File: src/logic/epic_defines.svh
// Offsets, field positions, reset values and timing counts of the interrupt-core host
`ifndef EPIC_DEFINES_SVH
`define EPIC_DEFINES_SVH

// ****************************************
// Own register map (byte addresses)
// ****************************************
`define EPIC_REG_CMD 8'h00
`define EPIC_REG_CTRL 8'h04
`define EPIC_REG_STAT 8'h08
`define EPIC_REG_VEC 8'h0C
`define EPIC_REG_RDAT 8'h10

// ****************************************
// Field positions
// ****************************************
`define EPIC_CMD_WS_BIT 8
`define EPIC_CMD_READ_BIT 9
`define EPIC_CTRL_ACK_EN_BIT 0
`define EPIC_CTRL_MASTER_BIT 1
`define EPIC_STAT_BUSY_BIT 0
`define EPIC_STAT_IRQ_BIT 1
`define EPIC_STAT_VALID_BIT 2
`define EPIC_STAT_CALL_BIT 3

// ****************************************
// Reset values and constants
// ****************************************
`define EPIC_CTRL_ACK_EN_RST 1'b0
`define EPIC_CTRL_MASTER_RST 1'b1
`define EPIC_CALL_OPCODE 8'hCD

// ****************************************
// Timing
// ****************************************
`define EPIC_CLK_NS 40
`define EPIC_STROBE_NS 200
`define EPIC_GAP_NS 120
`define EPIC_STROBE_CYC ((`EPIC_STROBE_NS + `EPIC_CLK_NS - 1) / `EPIC_CLK_NS)
`define EPIC_GAP_CYC ((`EPIC_GAP_NS + `EPIC_CLK_NS - 1) / `EPIC_CLK_NS)

`endif

File: src/logic/epic_pkg.sv
// Types shared by the interrupt-core host modules
package epic_pkg;

   typedef enum logic [4:0] {
      ST_IDLE = 5'h01,
      ST_WSTROBE = 5'h02,
      ST_RSTROBE = 5'h04,
      ST_ASTROBE = 5'h08,
      ST_GAP = 5'h10
   } epic_state_t;

   typedef struct packed {
      epic_state_t state;
      logic [3:0] cnt;
      logic is_ack;
      logic [1:0] ack_idx;
      logic cs_n;
      logic wr_n;
      logic rd_n;
      logic ack_n;
      logic ws;
      logic [7:0] dout;
      logic doe;
      logic [7:0] rd_byte;
      logic [7:0] opcode;
      logic [7:0] vec_lo;
      logic [7:0] vec_hi;
      logic vec_valid;
      logic int_s1;
      logic int_s2;
      logic [7:0] din_s1;
      logic [7:0] din_s2;
   } epic_core_t;

   typedef struct packed {
      logic ph_valid;
      logic ph_write;
      logic [7:0] ph_addr;
      logic [31:0] hrdata;
      logic ack_en;
      logic master_sel;
   } epic_slv_t;

endpackage : epic_pkg

File: src/logic/epic_regs_if.sv
// Carrier between the register slave and the pin sequencer
interface epic_regs_if;
   logic cmd_valid;
   logic cmd_ready;
   logic [9:0] cmd_word;
   logic ack_en;
   logic master_sel;
   logic vec_clr;
   logic busy;
   logic irq_level;
   logic vec_valid;
   logic call_ok;
   logic [7:0] opcode;
   logic [15:0] vec_addr;
   logic [7:0] rd_byte;

   modport regs (
      output cmd_valid, cmd_word, ack_en, master_sel, vec_clr,
      input cmd_ready, busy, irq_level, vec_valid, call_ok, opcode, vec_addr, rd_byte
   );
   modport core (
      input cmd_valid, cmd_word, ack_en, master_sel, vec_clr,
      output cmd_ready, busy, irq_level, vec_valid, call_ok, opcode, vec_addr, rd_byte
   );
endinterface : epic_regs_if

File: src/logic/epic_host.sv
// Host controller that drives the eight-level priority interrupt core over its pins
//
// Notes on behaviour
// - A peripheral raises its request high and holds it until acknowledged.
// - The service routine writes an end-of-service command to clear in-service.
// - Exactly three acknowledge pulses per interrupt: opcode, then two vector bytes.
// - The first init word starts a sequence; no interrupts until it completes.
//
// The implementer's own choices: the register offsets and the AHB-Lite interface to the registers.
`include "epic_defines.svh"

module epic_host (
   input wire logic sys_clk, // System clock, 25 MHz
   input wire logic rst_n, // Async reset
   input wire logic hsel, // AHB slave select
   input wire logic [31:0] haddr, // AHB address
   input wire logic [1:0] htrans, // AHB transfer type
   input wire logic hwrite, // AHB write flag
   input wire logic [2:0] hsize, // AHB size, word only
   input wire logic [31:0] hwdata, // AHB write data
   input wire logic hready, // AHB bus ready
   output logic hreadyout, // AHB slave ready
   output logic [31:0] hrdata, // AHB read data
   output logic hresp, // AHB response
   output logic chip_select_n, // Device chip select
   output logic write_strobe_n, // Device write strobe
   output logic read_strobe_n, // Device read strobe
   output logic word_select, // Device word select
   output logic acknowledge_strobe_n, // Device acknowledge
   output logic master_select, // Device role strap
   output logic [7:0] host_data_lines_o, // Data bus drive value
   output logic host_data_lines_oe, // Data bus drive enable
   input wire logic [7:0] host_data_lines_i, // Data bus level
   input wire logic interrupt_level // Device interrupt output
);
   import epic_pkg::*;

   localparam epic_core_t CORE_RST = '{state: ST_IDLE, cs_n: 1'b1, wr_n: 1'b1,
                                      rd_n: 1'b1, ack_n: 1'b1, default: '0};
   localparam logic [3:0] STROBE_LOAD = 4'(`EPIC_STROBE_CYC - 1);
   localparam logic [3:0] GAP_LOAD = 4'(`EPIC_GAP_CYC - 1);

   epic_core_t st_r;
   epic_core_t st_nxt;
   epic_regs_if rif ();

   // ****************************************
   // Register slave
   // ****************************************
   epic_ahb_regs u_regs (
      .sys_clk(sys_clk),
      .rst_n(rst_n),
      .hsel(hsel),
      .haddr(haddr),
      .htrans(htrans),
      .hwrite(hwrite),
      .hwdata(hwdata),
      .hready(hready),
      .hreadyout(hreadyout),
      .hrdata(hrdata),
      .hresp(hresp),
      .rif(rif.regs)
   );

   assign rif.cmd_ready = (st_r.state == ST_IDLE);
   assign rif.busy = (st_r.state != ST_IDLE);
   assign rif.irq_level = st_r.int_s2;
   assign rif.vec_valid = st_r.vec_valid;
   assign rif.call_ok = (st_r.opcode == `EPIC_CALL_OPCODE);
   assign rif.opcode = st_r.opcode;
   assign rif.vec_addr = {st_r.vec_hi, st_r.vec_lo};
   assign rif.rd_byte = st_r.rd_byte;

   // ****************************************
   // Pin outputs
   // ****************************************
   assign chip_select_n = st_r.cs_n;
   assign write_strobe_n = st_r.wr_n;
   assign read_strobe_n = st_r.rd_n;
   assign word_select = st_r.ws;
   assign acknowledge_strobe_n = st_r.ack_n;
   assign master_select = rif.master_sel;
   assign host_data_lines_o = st_r.dout;
   assign host_data_lines_oe = st_r.doe;

   // ****************************************
   // Sequencer
   // ****************************************
   always_comb
   begin
      st_nxt = st_r;
      st_nxt.int_s1 = interrupt_level;
      st_nxt.int_s2 = st_r.int_s1;
      st_nxt.din_s1 = host_data_lines_i;
      st_nxt.din_s2 = st_r.din_s1;
      if (rif.vec_clr)
         st_nxt.vec_valid = 1'b0;
      case (st_r.state)
         ST_IDLE:
         begin
            st_nxt.cnt = STROBE_LOAD;
            st_nxt.ack_idx = 2'h0;
            if (rif.cmd_valid)
            begin
               // Init words and end-of-service are plain writes chosen by software
               st_nxt.is_ack = 1'b0;
               st_nxt.cs_n = 1'b0;
               st_nxt.ws = rif.cmd_word[`EPIC_CMD_WS_BIT];
               if (rif.cmd_word[`EPIC_CMD_READ_BIT])
               begin
                  st_nxt.rd_n = 1'b0;
                  st_nxt.state = ST_RSTROBE;
               end
               else
               begin
                  st_nxt.wr_n = 1'b0;
                  st_nxt.dout = rif.cmd_word[7:0];
                  st_nxt.doe = 1'b1;
                  st_nxt.state = ST_WSTROBE;
               end
            end
            else if (rif.ack_en && st_r.int_s2)
            begin
               // Software enables answering only after initialization is done
               st_nxt.is_ack = 1'b1;
               st_nxt.ack_n = 1'b0;
               st_nxt.state = ST_ASTROBE;
            end
         end
         ST_WSTROBE, ST_RSTROBE, ST_ASTROBE:
         begin
            if (st_r.cnt == 4'h0)
            begin
               // Sample before releasing the strobe; the device stops driving after it
               if (st_r.state == ST_RSTROBE)
                  st_nxt.rd_byte = st_r.din_s2;
               if (st_r.state == ST_ASTROBE)
               begin
                  case (st_r.ack_idx)
                     2'h0: st_nxt.opcode = st_r.din_s2;
                     2'h1: st_nxt.vec_lo = st_r.din_s2;
                     default: st_nxt.vec_hi = st_r.din_s2;
                  endcase
               end
               st_nxt.cs_n = 1'b1;
               st_nxt.wr_n = 1'b1;
               st_nxt.rd_n = 1'b1;
               st_nxt.ack_n = 1'b1;
               st_nxt.doe = 1'b0;
               st_nxt.cnt = GAP_LOAD;
               st_nxt.state = ST_GAP;
            end
            else
               st_nxt.cnt = st_r.cnt - 4'h1;
         end
         ST_GAP:
         begin
            if (st_r.cnt != 4'h0)
               st_nxt.cnt = st_r.cnt - 4'h1;
            else if (st_r.is_ack && (st_r.ack_idx != 2'h2))
            begin
               st_nxt.ack_idx = st_r.ack_idx + 2'h1;
               st_nxt.ack_n = 1'b0;
               st_nxt.cnt = STROBE_LOAD;
               st_nxt.state = ST_ASTROBE;
            end
            else
            begin
               // A fresh vector wins over a clear in the same cycle
               if (st_r.is_ack)
                  st_nxt.vec_valid = 1'b1;
               st_nxt.state = ST_IDLE;
            end
         end
         default:
            st_nxt = CORE_RST;
      endcase
   end

   always_ff @(posedge sys_clk or negedge rst_n)
   begin
      if (!rst_n)
         st_r <= CORE_RST;
      else
         st_r <= st_nxt;
   end
endmodule : epic_host

File: src/logic/epic_ahb_regs.sv
// AHB-Lite slave holding the host's own command, control and status registers
`include "epic_defines.svh"

module epic_ahb_regs (
   input wire logic sys_clk, // System clock
   input wire logic rst_n, // Async reset
   input wire logic hsel, // Slave select
   input wire logic [31:0] haddr, // Address
   input wire logic [1:0] htrans, // Transfer type
   input wire logic hwrite, // Write flag
   input wire logic [31:0] hwdata, // Write data
   input wire logic hready, // Bus ready
   output logic hreadyout, // Always ready
   output logic [31:0] hrdata, // Read data
   output logic hresp, // Always OKAY
   epic_regs_if.regs rif // Link to sequencer
);
   import epic_pkg::*;

   localparam epic_slv_t SLV_RST = '{ack_en: `EPIC_CTRL_ACK_EN_RST,
                                     master_sel: `EPIC_CTRL_MASTER_RST, default: '0};

   epic_slv_t st_r;
   epic_slv_t st_nxt;
   logic wr_phase;

   // ****************************************
   // Data-phase side effects
   // ****************************************
   // Commands are not queued: a command written while busy is dropped
   assign wr_phase = st_r.ph_valid && st_r.ph_write;
   assign rif.cmd_valid = wr_phase && (st_r.ph_addr == `EPIC_REG_CMD);
   assign rif.cmd_word = hwdata[9:0];
   assign rif.vec_clr = wr_phase && (st_r.ph_addr == `EPIC_REG_STAT)
                        && hwdata[`EPIC_STAT_VALID_BIT];
   assign rif.ack_en = st_r.ack_en;
   assign rif.master_sel = st_r.master_sel;
   assign hreadyout = 1'b1;
   assign hresp = 1'b0;
   assign hrdata = st_r.hrdata;

   always_comb
   begin
      st_nxt = st_r;
      st_nxt.ph_valid = hsel && htrans[1] && hready;
      st_nxt.ph_write = hwrite;
      st_nxt.ph_addr = {haddr[7:2], 2'b00};
      if (wr_phase && (st_r.ph_addr == `EPIC_REG_CTRL))
      begin
         st_nxt.ack_en = hwdata[`EPIC_CTRL_ACK_EN_BIT];
         st_nxt.master_sel = hwdata[`EPIC_CTRL_MASTER_BIT];
      end
      st_nxt.hrdata = 32'h0000_0000;
      if (hsel && htrans[1] && hready && !hwrite)
      begin
         case ({haddr[7:2], 2'b00})
            `EPIC_REG_CTRL:
               st_nxt.hrdata = {30'h0000_0000, st_r.master_sel, st_r.ack_en};
            `EPIC_REG_STAT:
               st_nxt.hrdata = {28'h000_0000, rif.call_ok, rif.vec_valid,
                                rif.irq_level, rif.busy};
            `EPIC_REG_VEC:
               st_nxt.hrdata = {8'h00, rif.vec_addr, rif.opcode};
            `EPIC_REG_RDAT:
               st_nxt.hrdata = {24'h00_0000, rif.rd_byte};
            default:
               st_nxt.hrdata = 32'h0000_0000;
         endcase
      end
   end

   always_ff @(posedge sys_clk or negedge rst_n)
   begin
      if (!rst_n)
         st_r <= SLV_RST;
      else
         st_r <= st_nxt;
   end

endmodule : epic_ahb_regs

File: config.mk
export PLATFORM = sky130hd
export DESIGN_NAME = epic_host
export DESIGN_NICKNAME = d
export VERILOG_FILES = /design/src/logic/epic_pkg.sv /design/src/logic/epic_regs_if.sv /design/src/logic/epic_host.sv /design/src/logic/epic_ahb_regs.sv
export VERILOG_INCLUDE_DIRS = /design/src /design/src/logic
export SDC_FILE = /design/constraint.sdc
export NUM_CORES = 1
export LEC_CHECK = 0
export BUFFER_PORTS_ARGS = -buffer_cell sky130_fd_sc_hd__buf_2
export CAP_MARGIN = 20
export CORE_ASPECT_RATIO = 0.5
export CORE_MARGIN = 2
export CORE_UTILIZATION = 58
export CTS_BUF_LIST = sky130_fd_sc_hd__clkbuf_4 sky130_fd_sc_hd__clkbuf_8
export CTS_CLUSTER_DIAMETER = 30
export DETAILED_ROUTE_END_ITERATION = 10
export GPL_TIMING_DRIVEN = 0
export HOLD_SLACK_MARGIN = 0.05
export PLACE_DENSITY = 0.91
export SLEW_MARGIN = 5
export SYNTH_ARGS = -nofsm -noshare
export SYNTH_HDL_FRONTEND = slang
export SYNTH_SLANG_ARGS = --single-unit
File: constraint.sdc
create_clock -name sys_clk -period 4.3 [get_ports sys_clk]
set_clock_uncertainty 0.1 [all_clocks]
set_input_delay 1.075 -clock sys_clk [delete_from_list [all_inputs] [get_ports sys_clk]]
set_output_delay 1.075 -clock sys_clk [all_outputs]
set_load 0.005 [all_outputs]
# Yosys cells after proc, flatten, opt, wreduce, memory -nomap -nowiden
# Index checks and enable logic that the tools add are counted.
# word_totals
reg_bits	119
inputBits	83
output_inout_bits	49
wordCells	141
# classes
add_sub_neg	2
eq_ne	30
muxes	45
n_bitwise	4
reduce_logical	34
# ops
operator	n
$pmux 24 s4	1
$pmux 32 s2	1
$mux 33	1
$mux 32	1
$mux 8	4
$pmux 9 s3	1
$mux 24	1
$ne 2x2->1 const B	11
$mux 4	5
$mux 5	4
$reduce_and 4->1	5
$eq 6x2->1 const B	3
$mux 18	1
$pmux 9 s2	1
$reduce_and 3->1	5
$eq 6x1->1 const B	2
$mux 1	12
$logic_and 1x1->1	10
$mux 10	1
$mux 9	1
$pmux 3 s3	1
$eq 8x8->1 const B	1
$logic_not 8->1	1
$reduce_or 4->1	2
28 further kinds	39

# Depth between registers and ports, before layout
# Gate-level depths: netlist (run 1).
# depth
ltp_word	8
depth_mapped	8

# Modules after synthesis
# Synthesis (run 1) repeated with hierarchy kept, for this count alone.
# unflattened
hier_cells	436
area_unflattened_um2	5133.7
# by_module_without_submodules
mod	n_inst	cells_per_inst	area_each_um2	seq_area_each_um2
epic_host	1	287	3455.8	1933.1
epic_ahb_regs	1	149	1677.9	852.1

# Worst setup path before layout (run 1)
# OpenSTA, ideal clock, no wires.
# synth_timing
kind	input to register
startpoint	input haddr[5]
endpoint	register u_regs.st_r, in the netlist u_regs.hrdata[13]
t_arrival_ns	2.439
t_required_ns	4.134
slack_ns	1.695
cell_stages	6
path_buffers	1
cell_sequence	or3_4 nor3b_2 and2_2 nor3b_4 clkbuf_2 and2_1
# synth_lines
element	line_no	text
from (decl)	epic_host.sv:16	input wire logic [31:0] haddr,
to (signal assigned)	epic_ahb_regs.sv:77	st_r <= st_nxt;
to (decl)	epic_ahb_regs.sv:23	epic_slv_t st_r;

==> results_dict.tcl, run 1 <==
set metrics [dict create \
    r2r-end "st_r[12]" \
    finalPower_mw 2.73 \
    syn_avg_cell_area_um2 11.4 \
    holdPathEnd "st_r[6]" \
    hold_buffers 0 \
    crit_arrival_ns 2.81 \
    ir_drop_v 0.000195 \
    synth_xor_area_share_pct 0.739 \
    min_path_type "register to register" \
    hp-start "st_r[14]" \
    grt_max_degree 67 \
    die_height_um 67.9 \
    pwr-share-clk_pct 23.7 \
    min_period_over_period_pct 60.2 \
    synthFlopType "dfrtp_1" \
    syn_inst 415 \
    post_dp_cell_area_um2 5280 \
    setup_viol 0 \
    period_needed_ns 2.59 \
    p_comb_share_pct 29.0 \
    multiInputGateArea_um2 1560 \
    max-slew-margin-rel_pct 46.4 \
    p_per_area_nw_per_um2 496 \
    layout.cells.most_common_list "105 x dfrtp_1, 71 x buf_2, 48 x nand2_1" \
    antennaDiodeCount 0 \
    coreArea_um2 7970 \
    utilization_pct 68.9 \
    fill_cells 584 \
    wirelength_um 8630 \
    async_flop_share_pct 100 \
    layout_commonest_cell "dfrtp_1" \
    die_area_um2 8960 \
    rsz0062_at_grt "no" \
    drc 0 \
    cp_max_fo 10 \
    end_kind "register" \
    cts_buffers 9 \
    wl_per_cell_um 13.9 \
    worstMarginPinSlew_ns 0.804 \
    rows 23 \
    grt_pass1_vias 2948 \
    p_switching_mw 0.969 \
    grtUsageTotal_pct 20.4 \
    finalSetupTns_ns 0 \
    nets 590 \
    worstSetupStartpointType "primary input" \
    drtIter0Drc 194 \
    grt_overflow_total 0 \
    yosysUniqueCellTypes 53 \
    final_hold_viol_count 0 \
    synth_fa_ha_area_share_pct 0.792 \
    vias 3205 \
    synth-simple-area-share_pct 16.5 \
    seq_area_frac_synth_pct 58.7 \
    p_int_mw 1.76 \
    synth-seq-cells 111 \
    cts.htree.levels 3 \
    synth_top_family_by_area "simple AND/OR/NAND/NOR gates" \
    clock_latency_ns 0.38 \
    synth_compound_area_share_pct 12.9 \
    holdPathStages 1 \
    syn2layout_area_growth_pct 15.9 \
    p_seq_share_pct 47.3 \
    setup_ws_ns 1.71 \
    path_clk_slew_ns 0.10 \
    postCtsResizedCells 0 \
    post_cts_buffers 0 \
    reg2regPathDepth 5 \
    path_class "primary input to register" \
    vias_per_cell 5.16 \
    rrSetupSlack_ns 2.05 \
    routabilityCongestion 0.810 \
    fmax_mhz 386 \
    clockRootBuffer "clkbuf_8" \
    antenna_found_initial 0 \
    dpl_worst_slack_ns 1.31 \
    netSwitchingFraction_pct 35.5 \
    ios 132 \
    leakage_nw 2.76 \
    cts_tree "done" \
    synth_mux_area_share_pct 1.19 \
    synth_area_um2 4740 \
    drive_above_1_share_pct 32.0 \
    maxCapViolCount 0 \
    antenna_left 0 \
    die_w_um 132 \
    synth-edff-count 0 \
    layout.area.seq_um2 2790 \
    drv_slew 0 \
    required_ns 4.52 \
    clock-sinks 111 \
    hpwl_um 6350 \
    port-buffer-count 69 \
    yosysWarningCount 0 \
    outcome "finished clean" \
    start_util_pct 59.5 \
    clk_path_buf_depth 2 \
    r2r-start "st_r[73]" \
    design_area_um2 5490 \
    grt_pass1_wl_um 13900 \
    first_pass_iters 4 \
]
## cells in the mapped netlist, types with 5 or more instances
master	count	share of area (%)
mux2_2	5	1.2
and2_1	35	4.6
buf_4	42	6.7
inv_1	8	0.63
a22oi_1	7	1.1
o21ai_1	23	2.4
o21ai_0	13	1.4
a21oi_1	8	0.84
nand2_1	48	3.8
dfstp_2	6	3.3
a22o_1	19	3.5
dfrtp_1	105	55
nor2_1	17	1.3
nor3_1	6	0.63
## final cells by class
| class | count | area share [%] |
|---|---|---|
| flip-flops and latches | 111 | 50.7 |
| multi-input cells | 250 | 28.4 |
| plain buffers | 54 | 7.20 |
| repair buffers | 70 | 6.70 |
| well taps | 112 | 2.55 |
| clock buffers | 9 | 2.26 |
| clock inverters | 7 | 1.64 |
| inverters | 8 | 0.547 |
## registers in the layout (all words and copies together) (netlist names)
signal and count:
write_strobe_n 1, host_data_lines_o 8, rif.vec_addr 16, u_regs.hrdata 24, u_regs.rif.master_sel 1, acknowledge_strobe_n 1, chip_select_n 1, u_regs.rif.ack_en 1
rif.opcode 8, u_regs.st_r 8, rif.irq_level 1, read_strobe_n 1, rif.rd_byte 8, host_data_lines_oe 1, word_select 1, rif.vec_valid 1
st_r 29
## worst max-delay path, cell delays in order
cell and delay [ns]:
buf_2 0.11, or3_4 0.41, nor3b_2 0.30, and2_2 0.25
nor3b_4 0.30, clkbuf_2 0.23, and2_1 0.14
## kinds of logic (layout without fill, tap and decap cells)
kind of cell | Yosys count | in the layout
and+or+nand+nor | 139 | 139
DFF | 111 | 111
other | 2 | 10
AOI/OAI and AO/OA | 89 | 89
adders and majority gates | 3 | 3
buffers and inverters | 62 | 148
xor gates and xnor gates | 4 | 4
muxes | 5 | 5
## metal layers
layer	GRT usage (%)	up-vias	routed length [µm]
met1	24.6	1538	3720
met4	5.57	0	111
met5	0	-	0
met2	35.7	96	4360
li1	-	1560	-
met3	7.48	11	436
## power by group through the flow
stage,Sequential [mW],Clock (mW),Combinational [mW]
after floorplan,1.28,0,0.585
after global placement,1.30,0,0.754
after detailed placement,1.31,0,0.786
after CTS,1.29,0.664,0.790
after global routing,1.31,0.703,0.877
final,1.29,0.646,0.791
## per-stage QoR
step | cells | hold WS (ns)
finish | 621 | 0.359
global route | 621 | 0.375
CTS | 621 | 0.360
detailed placement | 605 | 0.334
global placement | 604 | 0.335
floorplan | 423 | 0.328
## worst max path at each step
stage | slack (ns) | from | cells after the start | to
CTS | 1.72 | haddr[5] | 7 | u_regs.hrdata[16]
global placement | 0.94 | rst_n | 1 | u_regs.hrdata[13]
floorplan | 1.70 | haddr[5] | 6 | u_regs.hrdata[13]
finish | 1.71 | haddr[5] | 7 | u_regs.hrdata[16]
global route | 1.60 | haddr[5] | 7 | u_regs.hrdata[16]
detailed placement | 1.31 | haddr[5] | 7 | u_regs.hrdata[16]
Power figures use the tool's default switching activity.
==> inputs of run 2 (changes only) <==
- CORE_UTILIZATION: 58 -> 54
- PLACE_DENSITY: 0.91 -> 0.86
- clock period: 4.3 -> 2.7 ns (I/O delays scaled with it)
==> results_dict.tcl, run 2 (synthesized netlist as in run 1, its figures left out) <==
set metrics [dict create \
    grt_pass1_wl_um 14600 \
    cts.htree.levels 3 \
    p_seq_share_pct 48.0 \
    die_height_um 70.3 \
    worstMarginPinSlew_ns 0.693 \
    wl_per_cell_um 13.8 \
    vias_per_cell 5.10 \
    final_hold_viol_count 0 \
    hpwl_um 6310 \
    coreArea_um2 8620 \
    postCtsResizedCells 0 \
    cp_max_fo 10 \
    nets 590 \
    fin_cells 626 \
    layout_commonest_cell "dfrtp_1" \
    ios 132 \
    crit_arrival_ns 2.46 \
    first_pass_iters 5 \
    antenna_found_initial 0 \
    grt_max_degree 71 \
    cpMaxStageDelayCell "nor3_1" \
    regMostFlops "st_r" \
    timing.hold.ws_ns 0.174 \
    start_util_pct 55.0 \
    path_delay_family "simple AND/OR/NAND/NOR gates" \
    grt_overflow_total 0 \
    p_per_area_nw_per_um2 778 \
    slowest_delay_ns 0.48 \
    grtUsageTotal_pct 19.8 \
    clock_latency_ns 0.38 \
    cts_buffers 9 \
    required_ns 2.92 \
    crit_chain "nor3_1 > nand2_1 > nand2_2 > clkbuf_1 > and2_1" \
    layout.cells.most_common_list "105 x dfrtp_1, 71 x buf_2, 48 x nand2_1" \
    drv_slew 0 \
    end_kind "register" \
    p_switching_mw 1.56 \
    die_area_um2 9590 \
    clock-sinks 111 \
    path_clk_slew_ns 0.11 \
    pwr-share-clk_pct 22.5 \
    outcome "finished clean" \
    min_path_type "primary input to async pin" \
    drive_above_1_share_pct 32.0 \
    path_class "register to register" \
    fill_cells 680 \
    vias 3193 \
    clockRootBuffer "clkbuf_8" \
    min_period_over_period_pct 83.0 \
    maxCapViolCount 0 \
    post_cts_buffers 0 \
    ir_drop_v 0.000400 \
    crit_cells 5 \
    rsz0062_at_grt "no" \
    grt_pass1_vias 3086 \
    leakage_nw 2.76 \
    drtIter0Drc 188 \
    antenna_left 0 \
    dp_cells 610 \
    setup_viol 0 \
    wirelength_um 8630 \
    clk_path_buf_depth 2 \
    p_int_mw 2.71 \
    timing.critical_path.buf_inv 1 \
    p_comb_share_pct 29.5 \
    fmax_mhz 446 \
    worstSetupStartpointType "register" \
    drc 0 \
    hold_buffers 0 \
    port-buffer-count 69 \
    antennaDiodeCount 0 \
    die_w_um 137 \
    syn2layout_area_growth_pct 15.8 \
    dpl_worst_slack_ns 0.126 \
    setup_ws_ns 0.459 \
    reg2regPathDepth 5 \
    cts_tree "done" \
    largest_register_ffs 29 \
    routabilityCongestion 0.827 \
    netSwitchingFraction_pct 36.5 \
    max-slew-margin-rel_pct 53.6 \
    period_needed_ns 2.24 \
    rows 24 \
]
run 2: changes by cell type in the layout (fill, tap and decap cells not counted), sizes merged:
cell	delta
bufinv	-1
inv	+1
run 2: power by group through the flow:
stage / combinational, mW / clock [mW] / sequential, mW
2_1_floorplan: 0.932 / 0 / 2.04
3_3_place_gp: 1.20 / 0 / 2.07
3_5_place_dp: 1.24 / 0 / 2.08
4_1_cts: 1.25 / 0.984 / 2.05
5_1_grt: 1.41 / 1.06 / 2.08
6_report: 1.26 / 0.962 / 2.05
run 2: layer usage:
layer	global-route usage, %	wire (µm)	vias to the layer above
met2	32.3	4290	76
met5	0	0	-
met1	26.2	3830	1555
li1	-	-	1554
met4	5.21	99	0
met3	5.59	410	8
run 2: worst register-to-register path, stage by stage (launching register included):
cell	delay, ns
dfrtp_1	0.43
nor3_1	0.48
nand2_1	0.44
nand2_2	0.29
clkbuf_1	0.26
and2_1	0.17
run 2: cell type report:
type / count / area (µm²) / share of cell area (%)
clock inverters: 7 / 72.6 / 1.32
plain buffers: 54 / 395 / 7.20
repair buffers: 70 / 375 / 6.84
flip-flops and latches: 111 / 2790 / 50.7
clock buffers: 9 / 124 / 2.26
multi-input cells: 250 / 1560 / 28.4
well taps: 117 / 146 / 2.67
inverters: 8 / 30.0 / 0.547
run 2: metrics by stage:
stage / cell area, µm² / total power [mW] / util (%) / setup TNS (ns)
finish: 5490 / 4.27 / 63.7 / 0
floorplan: 4770 / 2.97 / - / 0
CTS: 5490 / 4.29 / 63.7 / 0
detailed placement: 5290 / 3.33 / 61.4 / 0
global placement: 5260 / 3.27 / 61.1 / -26.59
global route: 5490 / 4.55 / 63.7 / 0
run 2: worst paths after layout:
check                              start                     to  slack [ns]
worst min register to register  st_r[13]                st_r[5]        0.36
max in group asynchronous          rst_n  u_regs.rif.master_sel        1.61
min in group sys_clk            haddr[2]        u_regs.st_r[36]        0.30
worst min-delay path               rst_n   host_data_lines_o[4]        0.17
worst max register to register  st_r[73]               st_r[11]        0.46
worst max-delay path            st_r[73]               st_r[11]        0.46
==> inputs of run 3 (changes only) <==
- clock period: 2.7 -> 2.3 ns (I/O delays scaled with it)
==> results_dict.tcl, run 3 (synthesized netlist as in run 1, its figures left out) <==
set metrics [dict create \
    vias 3182 \
    max-slew-margin-rel_pct 58.8 \
    maxCapViolCount 0 \
    cts.htree.levels 3 \
    grt_pass1_vias 3086 \
    grt_overflow_total 0 \
    start_util_pct 55.0 \
    period_needed_ns 2.16 \
    antenna_left 0 \
    required_ns 2.52 \
    cts_tree "done" \
    clk_path_buf_depth 2 \
    p_per_area_nw_per_um2 915 \
    crit_arrival_ns 2.38 \
    wirelength_um 8720 \
    setup_viol 0 \
    fmax_mhz 464 \
    vias_per_cell 5.08 \
    p_seq_share_pct 47.9 \
    p_comb_share_pct 29.6 \
    min_period_over_period_pct 93.7 \
    layout.area.seq_um2 2790 \
    first_pass_iters 4 \
    syn2layout_area_growth_pct 16.1 \
    coreArea_um2 8620 \
    post_dp_cell_area_um2 5290 \
    regMostFlops "st_r" \
    worstSetupStartpointType "register" \
    cp_max_fo 10 \
    design_area_um2 5500 \
    pwr-share-clk_pct 22.5 \
    clock_latency_ns 0.38 \
    path_class "register to register" \
    min_path_type "primary input to async pin" \
    finalSetupTns_ns 0 \
    final_hold_viol_count 0 \
    clockRootBuffer "clkbuf_8" \
    outcome "finished clean" \
    fill_cells 677 \
    grt_max_degree 71 \
    die_w_um 137 \
    drive_above_1_share_pct 32.6 \
    end_kind "register" \
    ios 132 \
    drv_slew 0 \
    drtIter0Drc 203 \
    netSwitchingFraction_pct 36.6 \
    p_switching_mw 1.84 \
    largest_register_ffs 29 \
    multiInputGateArea_um2 1570 \
    drc 0 \
    finalPower_mw 5.04 \
    clock-sinks 111 \
    antenna_found_initial 0 \
    wl_per_cell_um 13.9 \
    hpwl_um 6310 \
    path_clk_slew_ns 0.11 \
    layout_commonest_cell "dfrtp_1" \
    nets 590 \
    die_area_um2 9590 \
    port-buffer-count 69 \
    grt_pass1_wl_um 14600 \
    p_int_mw 3.19 \
    layout.cells.most_common_list "105 x dfrtp_1, 71 x buf_2, 47 x nand2_1" \
    cts_buffers 9 \
    die_height_um 70.3 \
    fin_cells 626 \
    dp_cells 610 \
    rows 24 \
    routabilityCongestion 0.827 \
    leakage_nw 2.76 \
    grtUsageTotal_pct 19.8 \
    worstMarginPinSlew_ns 0.613 \
    antennaDiodeCount 0 \
    ir_drop_v 0.000456 \
]
==> run 3: timing repair <==
item	in CTS	in global routing
hold buffers	0	0
setup endpoints to repair	0	53
setup buffers	0	0
gates resized for setup	0	3
==> run 3: cell type report <==
type,count,share of cell area (%)
clock buffer,9,2.25
buffer,54,7.19
timing repair buffer,70,6.82
multi-input combinational,250,28.6
sequential,111,50.6
inverter,8,0.546
tap,117,2.66
clock inverter,7,1.32
==> run 3: path summary, 6_finish.rpt <==
kind / startpoint / endpoint / slack, ns / cells past startpoint
worst max register to register: st_r[73] / rif.vec_addr[6] / 0.14 / 8
min in group sys_clk: haddr[2] / u_regs.st_r[36] / 0.20 / 1
max in group asynchronous: rst_n / u_regs.rif.master_sel / 1.31 / 2
worst min-delay path: rst_n / host_data_lines_o[4] / 0.07 / 1
worst max-delay path: st_r[73] / rif.vec_addr[6] / 0.14 / 8
worst min register to register: st_r[13] / st_r[5] / 0.36 / 1
==> run 3: power by group through the flow <==
stage / registers [mW] / clock network, mW / logic [mW]
CTS: 2.41 / 1.16 / 1.47
detailed placement: 2.45 / 0 / 1.46
floorplan: 2.39 / 0 / 1.09
global route: 2.45 / 1.24 / 1.67
global placement: 2.43 / 0 / 1.41
finish: 2.41 / 1.13 / 1.49
==> run 3: worst max-delay path: stages (launching register included) <==
cell and delay [ns]:
dfrtp_1 0.45, or3b_1 0.38, buf_2 0.18, a31o_1 0.22, buf_6 0.16, o21ai_4 0.27
buf_6 0.18, nand2_1 0.06, o21ai_1 0.08
==> run 3: routing by layer <==
layer  GRT usage (%)  routed length [µm]  up-vias
li1                -                   -     1549
met5               0                   0        -
met2            32.3                4300       91
met1            26.2                3810     1534
met4            5.21                  91        0
met3            5.59                 515        8
==> run 3: stage by stage <==
| stage | worst slack [ns] | hold WS, ns | utilization (%) |
|---|---|---|---|
| finish | 0.144 | 0.0690 | 63.9 |
| global route | -0.00615 | 0.0981 | 63.9 |
| CTS | 0.0583 | 0.0812 | 63.7 |
| detailed placement | -0.174 | 0.334 | 61.4 |
| global placement | -0.564 | 0.335 | 61.1 |
| floorplan | 0.195 | 0.179 | - |
